<file path="config.mk">
export PLATFORM = sky130hd
export DESIGN_NAME = key_event_flag_register
export DESIGN_NICKNAME = d
export VERILOG_FILES = /design/src/common/key_event_pkg.sv /design/src/verilog/key_event_flag_register.sv /design/src/verilog/key_filter.sv
export SDC_FILE = /design/constraint.sdc
export NUM_CORES = 1
export LEC_CHECK = 0
export ABC_AREA = 0
export BUFFER_PORTS_ARGS = -buffer_cell sky130_fd_sc_hd__buf_2
export CAP_MARGIN = 20
export CORE_MARGIN = 3
export CORE_UTILIZATION = 56
export DETAILED_ROUTE_END_ITERATION = 7
export MAX_ROUTING_LAYER = met4
export PLACE_DENSITY = 0.77
export SYNTH_ARGS = -nofsm -noshare
export SYNTH_HDL_FRONTEND = slang
export SYNTH_SLANG_ARGS = --single-unit
</file>
<file path="constraint.sdc">
create_clock -name i_sys_clk -period 3.1 [get_ports i_sys_clk]
set_clock_uncertainty 0.15 [all_clocks]
set_input_delay 0 -clock i_sys_clk [delete_from_list [all_inputs] [get_ports i_sys_clk]]
set_output_delay 0 -clock i_sys_clk [all_outputs]
set_load 0.01 [all_outputs]
</file>
<file path="src/common/key_event_pkg.sv">
/*
  Shared constants, carriers and helpers for the key event flag register.
  Assumes a 200 MHz core clock and an external serial port that turns a host
  register read into a one-cycle read request.
*/
package key_event_pkg;

  // clock rate and timing, times in their own unit, counts derived
  localparam int unsigned CLK_MHZ             = 200;
  localparam int unsigned CLEAR_TIME_US       = 200;
  localparam int unsigned CLEAR_CYCLES        = CLEAR_TIME_US * CLK_MHZ;
  localparam int unsigned PRESS_STEP_US       = 1000;
  localparam int unsigned PRESS_STEP_CYCLES   = PRESS_STEP_US * CLK_MHZ;
  localparam int unsigned RELEASE_STEP_US     = 1000;
  localparam int unsigned RELEASE_STEP_CYCLES = RELEASE_STEP_US * CLK_MHZ;

  // widths
  localparam int unsigned CNT_W         = 24;
  localparam int unsigned CLR_W         = 16;
  localparam int unsigned ADDR_W        = 8;
  localparam int unsigned PRESS_SEL_W   = 2;
  localparam int unsigned RELEASE_SEL_W = 1;
  localparam int unsigned KEYS          = 4;

  // register map and reset values
  localparam logic [ADDR_W-1:0] KEY_FLAGS_OFFSET = 8'h02;
  localparam logic [7:0]        FLAGS_RESET      = 8'h00;
  localparam logic              ENABLE_RESET     = 1'h0;

  typedef struct packed {
    logic k4_release;
    logic k4_press;
    logic k3_release;
    logic k3_press;
    logic k2_release;
    logic k2_press;
    logic k1_release;
    logic k1_press;
  } key_flags_t;

  typedef struct packed {
    logic              strobe;
    logic [ADDR_W-1:0] addr;
  } rd_req_t;

  typedef enum logic [1:0] {
    CLR_IDLE = 2'h1,
    CLR_BUSY = 2'h2
  } clr_state_t;

  // interleave per-key press and release bits into the register layout
  function automatic key_flags_t pack_events(input logic [KEYS-1:0] press, input logic [KEYS-1:0] rel);
    pack_events = {rel[3], press[3], rel[2], press[2], rel[1], press[1], rel[0], press[0]};
  endfunction : pack_events

  // filter length in cycles for a setting code
  function automatic logic [CNT_W-1:0] interval_cycles(input logic [1:0] code, input int unsigned step);
    interval_cycles = CNT_W'((32'(code) + 32'h1) * step);
  endfunction : interval_cycles

endpackage : key_event_pkg

</file>
<file path="src/verilog/key_event_flag_register.sv">
/*
  Read-to-clear key event flag register with per-key qualification filters
  and the key detection enable bit.
  Assumes a serial port front end that issues one-cycle read requests and
  write strobes for the enable bit, and an accessory removal pulse.
*/
// Contract
// - bit 7 sets after key four release outlasts release interval
// - bit 6 sets after key four press outlasts press interval
// - key three: bit 5 release, bit 4 press, each with its interval
// - key two: bit 3 release, bit 2 press, each with its interval
// - bit 1 marks key one release after release interval
// - a host read of the register clears the flags it returned, except any set again while clearing
// - writing zero to key detect enable clears every flag
// - accessory removal drops the enable bit and clears all flags
// - a press flag setting clears the same key's release flag
// - clearing after a read takes 200 us; quick rereads see old flags
// - detection keeps running while flags wait for service
module key_event_flag_register #(
  parameter int unsigned CLEAR_CYCLES        = key_event_pkg::CLEAR_CYCLES,
  parameter int unsigned PRESS_STEP_CYCLES   = key_event_pkg::PRESS_STEP_CYCLES,
  parameter int unsigned RELEASE_STEP_CYCLES = key_event_pkg::RELEASE_STEP_CYCLES
) (
  // clock and reset
  input  logic                                      i_sys_clk,
  input  logic                                      i_srst,
  // register read
  input  key_event_pkg::rd_req_t                    i_rd,
  output key_event_pkg::key_flags_t                 o_rd_data,
  output logic                                      o_rd_valid,
  // key detection enable
  input  logic                                      i_enable_wr,
  input  logic                                      i_enable_wdata,
  input  logic                                      i_removal,
  output logic                                      o_key_detect_enable,
  // filter settings
  input  logic [key_event_pkg::PRESS_SEL_W-1:0]     i_press_filter_interval,
  input  logic [key_event_pkg::RELEASE_SEL_W-1:0]   i_release_filter_interval,
  // key detector levels
  input  logic [key_event_pkg::KEYS-1:0]            i_key_down,
  // live flags
  output key_event_pkg::key_flags_t                 o_key_flags
);

  localparam logic [key_event_pkg::CLR_W-1:0] CLR_LAST = key_event_pkg::CLR_W'(CLEAR_CYCLES - 1);

  key_event_pkg::key_flags_t       flags_reg;
  key_event_pkg::key_flags_t       flags_next;
  key_event_pkg::key_flags_t       rd_data_reg;
  key_event_pkg::key_flags_t       clr_mask_reg;
  key_event_pkg::key_flags_t       clr_mask_next;
  key_event_pkg::key_flags_t       set_vec;
  key_event_pkg::key_flags_t       rel_kill;
  key_event_pkg::key_flags_t       clr_kill;
  key_event_pkg::key_flags_t       clr_gone;
  key_event_pkg::key_flags_t       kept_vec;
  key_event_pkg::clr_state_t       state_reg;
  key_event_pkg::clr_state_t       state_next;
  logic [key_event_pkg::CLR_W-1:0] clr_cnt_reg;
  logic [key_event_pkg::CLR_W-1:0] clr_cnt_next;
  logic                            enable_reg;
  logic                            enable_next;
  logic                            rd_valid_reg;
  logic [key_event_pkg::KEYS-1:0]  press_evt;
  logic [key_event_pkg::KEYS-1:0]  release_evt;
  logic [key_event_pkg::CNT_W-1:0] press_cycles;
  logic [key_event_pkg::CNT_W-1:0] release_cycles;

  assign press_cycles   = key_event_pkg::interval_cycles(i_press_filter_interval, PRESS_STEP_CYCLES);
  assign release_cycles = key_event_pkg::interval_cycles({1'b0, i_release_filter_interval}, RELEASE_STEP_CYCLES);

  // filters free running
  // detection depends only on the enable bit, never on pending flags
  for (genvar k = 0; k < key_event_pkg::KEYS; k++) begin : g_key
    key_filter u_filter (
      .i_sys_clk        (i_sys_clk),
      .i_srst           (i_srst),
      .i_enable         (enable_reg),
      .i_press_cycles   (press_cycles),
      .i_release_cycles (release_cycles),
      .i_key_down       (i_key_down[k]),
      .o_press_evt      (press_evt[k]),
      .o_release_evt    (release_evt[k])
    );
  end

  assign set_vec  = key_event_pkg::pack_events(press_evt, release_evt);
  assign rel_kill = key_event_pkg::pack_events(4'h0, press_evt);

  wire rd_hit    = i_rd.strobe && (i_rd.addr == key_event_pkg::KEY_FLAGS_OFFSET);
  wire clr_start = rd_hit && (state_reg == key_event_pkg::CLR_IDLE) && enable_reg;
  wire clr_done  = (state_reg == key_event_pkg::CLR_BUSY) && (clr_cnt_reg == CLR_LAST);
  wire clr_run   = (state_reg == key_event_pkg::CLR_BUSY) && !clr_done && enable_reg;

  assign clr_kill = clr_done ? clr_mask_reg : key_event_pkg::FLAGS_RESET;
  // fresh events leave the mask
  // a set arriving on the clearing edge wins because set_vec is or-ed in last
  assign clr_gone      = clr_mask_reg & ~set_vec;
  assign clr_mask_next = clr_start ? (flags_reg & ~set_vec) : (clr_run ? clr_gone : key_event_pkg::FLAGS_RESET);
  assign kept_vec   = flags_reg & ~rel_kill & ~clr_kill;
  assign flags_next = enable_reg ? (kept_vec | set_vec) : key_event_pkg::FLAGS_RESET;
  assign enable_next = i_removal ? 1'h0 : (i_enable_wr ? i_enable_wdata : enable_reg);

  // clearing delay timer
  // a read during the delay returns the flags but does not restart it
  always_comb begin
    state_next = state_reg;
    unique case (state_reg)
      key_event_pkg::CLR_IDLE: begin
        if (clr_start) begin
          state_next = key_event_pkg::CLR_BUSY;
        end
      end
      key_event_pkg::CLR_BUSY: begin
        if (clr_done || !enable_reg) begin
          state_next = key_event_pkg::CLR_IDLE;
        end
      end
      default: begin
        state_next = key_event_pkg::CLR_IDLE;
      end
    endcase
  end

  assign clr_cnt_next = clr_run ? clr_cnt_reg + 1'b1 : {key_event_pkg::CLR_W{1'b0}};

  always_ff @(posedge i_sys_clk) begin
    if (i_srst) begin
      flags_reg    <= key_event_pkg::FLAGS_RESET;
      clr_mask_reg <= key_event_pkg::FLAGS_RESET;
      state_reg    <= key_event_pkg::CLR_IDLE;
      clr_cnt_reg  <= {key_event_pkg::CLR_W{1'b0}};
      enable_reg   <= key_event_pkg::ENABLE_RESET;
    end else begin
      flags_reg    <= flags_next;
      clr_mask_reg <= clr_mask_next;
      state_reg    <= state_next;
      clr_cnt_reg  <= clr_cnt_next;
      enable_reg   <= enable_next;
    end
  end

  always_ff @(posedge i_sys_clk) begin
    if (i_srst) begin
      rd_data_reg  <= key_event_pkg::FLAGS_RESET;
      rd_valid_reg <= 1'h0;
    end else begin
      rd_data_reg  <= rd_hit ? flags_reg : rd_data_reg;
      rd_valid_reg <= rd_hit;
    end
  end

  assign o_rd_data           = rd_data_reg;
  assign o_rd_valid          = rd_valid_reg;
  assign o_key_detect_enable = enable_reg;
  assign o_key_flags         = flags_reg;
endmodule : key_event_flag_register

</file>
<file path="src/verilog/key_filter.sv">
/*
  One key's press and release qualification filter.
  Assumes the key detector level is synchronous to the core clock and that the
  interval counts stay constant while a key transition is being timed.
*/
module key_filter (
  // clock and reset
  input  logic                             i_sys_clk,
  input  logic                             i_srst,
  // control and settings
  input  logic                             i_enable,
  input  logic [key_event_pkg::CNT_W-1:0]  i_press_cycles,
  input  logic [key_event_pkg::CNT_W-1:0]  i_release_cycles,
  // key level
  input  logic                             i_key_down,
  // qualified events
  output logic                             o_press_evt,
  output logic                             o_release_evt
);

  logic                            stable_reg;
  logic                            stable_next;
  logic [key_event_pkg::CNT_W-1:0] cnt_reg;
  logic [key_event_pkg::CNT_W-1:0] cnt_next;
  logic                            press_reg;
  logic                            release_reg;

  wire                             differs = (i_key_down != stable_reg);
  wire [key_event_pkg::CNT_W-1:0]  limit   = stable_reg ? i_release_cycles : i_press_cycles;
  // a change must outlast the interval: fires on the cycle after it has held that long
  wire                             expire  = differs && (cnt_reg == limit);

  assign stable_next = i_enable && (expire ? !stable_reg : stable_reg);
  assign cnt_next    = (!i_enable || !differs || expire) ? {key_event_pkg::CNT_W{1'b0}} : cnt_reg + 1'b1;

  always_ff @(posedge i_sys_clk) begin
    if (i_srst) begin
      stable_reg  <= 1'h0;
      cnt_reg     <= {key_event_pkg::CNT_W{1'b0}};
      press_reg   <= 1'h0;
      release_reg <= 1'h0;
    end else begin
      stable_reg  <= stable_next;
      cnt_reg     <= cnt_next;
      press_reg   <= i_enable && expire && !stable_reg;
      release_reg <= i_enable && expire && stable_reg;
    end
  end

  assign o_press_evt   = press_reg;
  assign o_release_evt = release_reg;

endmodule : key_filter

</file>
==> impl_metrics.env <==
export IMPL_p_leak_nw=3.190
export IMPL_portBuffers=38
export IMPL_cp_max_fo=15
export IMPL_first_iter_violations=420
export IMPL_wl_um=17040
export IMPL_power_frac_seq_pct=45.2
export IMPL_ys_types=64
export IMPL_syn_area_um2=7953
export IMPL_comb_power_share_pct=6.2
export IMPL_fin_crit_sh_pct=85.47
export IMPL_reg2reg_setup_slack_ps=450
export IMPL_syn_nets=989
export IMPL_rsz0062_at_grt="false"
export IMPL_largest_reg_flops=96
export IMPL_die_h_um=125.2
export IMPL_hold_violations=0
export IMPL_fillers=1128
export IMPL_die_x_um=125.2
export IMPL_outcome="finished clean"
export IMPL_p_per_area_nw_per_um2=478.6
export IMPL_cp_data_required_time_ps=3310
export IMPL_drtAntennaViolNets=0
export IMPL_worst_slew_pin_slew_ps=859.6
export IMPL_vias=6726
export IMPL_max_freq_mhz=377.4
export IMPL_internal_power_w=0.003372
export IMPL_synth_cells=950
export IMPL_cts_sinks=152
export IMPL_die_area_um2=15670
export IMPL_cpMaxStageDelayCell="dfxtp_1"
export IMPL_antenna_diode_count=0
export IMPL_switching_share_pct=22.02
export IMPL_setup_viol=0
export IMPL_yosys_most_used_dff="dfxtp_1"
export IMPL_wl_per_cell_um=14.41
export IMPL_drc_errors=0
export IMPL_maxCapViolCount=0
export IMPL_crit_family="simple AND/OR/NAND/NOR gates"
export IMPL_cts_root_buf="clkbuf_16"
export IMPL_hp_class="in -> reg"
export IMPL_cts_buffers_inserted=17
export IMPL_slew_viol_final=0
export IMPL_seq_area_frac_synth_pct=38.26
export IMPL_ir_drop_mv=0.3825
export IMPL_clk_path_buf_depth=2
export IMPL_cp_num_buf_inv=1
export IMPL_cp_end_kind="register"
export IMPL_cts_tree="yes"
export IMPL_post_cts_resized=0
export IMPL_finalHoldWorstSlack_ps=206.5
export IMPL_maxSlewHeadroom_pct=42.54
export IMPL_tns_ps=0
export IMPL_yosysWarnings=0
export IMPL_avgSynthCellArea_um2=8.371
export IMPL_grt_ovfl_total=0
export IMPL_place_gp_congestion=0.9051
export IMPL_p_switching_w=0.0009522
export IMPL_slowest_delay_ps=630
export IMPL_vias_per_cell=5.686
export IMPL_final_nets=1036
export IMPL_p_clk_share_pct=48.5
export IMPL_initial_core_util_pct=58.66
export IMPL_cp_start_kind="register"
export IMPL_antenna_found_initial=0
export IMPL_dpl_hpwl_um=11630
export IMPL_core_area_um2=13560
export IMPL_crit_type="reg -> reg"
export IMPL_grt_pass1_vias=6244
export IMPL_min_period_ps=2650
export IMPL_synthArstFlopShare_pct=0
export IMPL_synth_seq_cells=152
export IMPL_crit_top_cell="mux2i_1"
export IMPL_crit_arrival_ps=2860
export IMPL_fp_row_count=42
export IMPL_grtUsageTotal_pct=22.64
export IMPL_ios=39
export IMPL_insertion_delay_ps=420
export IMPL_layout_drive_gt1_share_pct=10.72
export IMPL_grt_first_pass_wirelength_um=28970
export IMPL_cts_clk_slew_worst_paths_ps=60
export IMPL_synthToLayoutAreaGrowth_pct=13.61
export IMPL_synth_edff_count=0
export IMPL_grt_max_degree=25
export IMPL_firstDrtPassIters=7
export IMPL_crit_chain="mux2i_1 > mux2i_1 > and3_1 > nand4_1 > nor4_4 > buf_4 > and4_1"
export IMPL_cts_max_level=4
cells by family after synthesis:
group | Yosys count | share of synthesized area (%)
flops | 152 | 38.26
mux | 27 | 3.446
buf+inv | 82 | 4.279
fa+ha+maj | 18 | 2.832
simple gates | 455 | 29.25
xor+xnor | 128 | 14.36
compound gates | 88 | 7.568
power groups by stage:
stage	Combinational [W]	Sequential, W	Clock (W)
floorplan	0.000179	0.00200	0
global placement	0.000252	0.00200	0
detailed placement	0.000257	0.00200	0
CTS	0.000266	0.00196	0.00213
global route	0.000292	0.00195	0.00221
finish	0.000270	0.00196	0.00210
metrics by stage:
step	setup slack, ps	instance area [µm²]	util (%)	instances	total power (W)
final	450.4	9035	66.64	1183	0.004324
after global routing	314.8	9035	66.64	1183	0.004455
after CTS	471.2	9035	66.64	1183	0.004353
after detailed placement	200.5	8346	61.55	1145	0.002256
after global placement	253.5	8346	61.55	1145	0.002251
after floorplan	30.03	7959	-	950	0.002178
worst min-delay path: cells and delay by family:
kind                   cells  cell delay, ps
AND/OR/NAND/NOR            1              60
buffers and inverters      2             670
synth_stat cells, types with 6 or more instances:
cell type | count | area [µm²]
nor2b_1 | 8 | 50.05
or3_1 | 10 | 62.56
nor4b_1 | 7 | 61.31
nor4_1 | 10 | 62.56
buf_2 | 11 | 55.05
xnor2_1 | 59 | 516.8
nand4_1 | 23 | 143.9
nor3_1 | 75 | 375.4
nor2_1 | 136 | 510.5
and4_1 | 11 | 96.34
a31oi_1 | 7 | 43.79
nand2_1 | 61 | 229.0
and3_1 | 25 | 156.4
dfxtp_1 | 152 | 3043
a22oi_1 | 8 | 60.06
nor3b_1 | 7 | 52.55
xor2_1 | 67 | 586.8
ha_1 | 18 | 225.2
o21ai_0 | 14 | 70.07
clkbuf_1 | 23 | 86.33
or2_2 | 7 | 43.79
inv_1 | 40 | 150.1
nand3_1 | 45 | 225.2
a21oi_1 | 21 | 105.1
mux2i_1 | 24 | 240.2
nand2b_1 | 6 | 37.54
repair_timing:
action                                 CTS  global route
hold buffers                             9             0
endpoints found under the hold margin   21             0
setup buffers                            0             0
metal layers:
layer,up-vias,wire [µm],global-route usage (%)
met5,-,0,-
met4,0,248,7.462
met3,18,807,4.520
met2,164,7980,36.57
met1,3141,8006,28.60
li1,3403,-,-
final timing paths:
path | endpoint | startpoint | depth (start not counted)
hold reg to reg | clr_mask_reg[7] | g_key[3].u_filter.o_release_evt | 1
setup / recovery | g_key[1].u_filter.o_press_evt | g_key[1].u_filter.stable_reg | 7
hold / removal | g_key[1].u_filter.o_release_evt | i_key_down[1] | 3
setup reg to reg | g_key[1].u_filter.o_press_evt | g_key[1].u_filter.stable_reg | 7
layout make-up:
class | count | area [µm²] | area share, %
Clock buffer | 19 | 452.9 | 5.013
Clock inverter | 10 | 146.4 | 1.620
Inverter | 40 | 150.1 | 1.662
Multi-Input combinational cell | 716 | 4569 | 50.57
Sequential cell | 152 | 3043 | 33.68
Tap cell | 176 | 220.2 | 2.437
Timing Repair Buffer | 70 | 452.9 | 5.013
cells in the final DEF (no fill, tap or decap), types with 4 or more instances in the layout:
master / n
dfxtp_1: 152
nor2_1: 136
nor3_1: 75
xor2_1: 67
nand2_1: 61
xnor2_1: 59
nand3_1: 45
inv_1: 40
buf_2: 38
and3_1: 25
mux2i_1: 24
nand4_1: 23
buf_4: 23
a21oi_1: 21
ha_1: 18
clkbuf_16: 17
o21ai_0: 14
and4_1: 11
or3_1: 10
nor4_1: 10
dlygate4sd3_1: 9
nor2b_1: 8
a22oi_1: 8
nor4b_1: 7
a31oi_1: 7
or2_2: 7
nor3b_1: 7
nand2b_1: 6
and2_1: 5
and3b_1: 5
o2111ai_1: 5
clkinvlp_4: 4
Power figures use the tool's default switching activity.
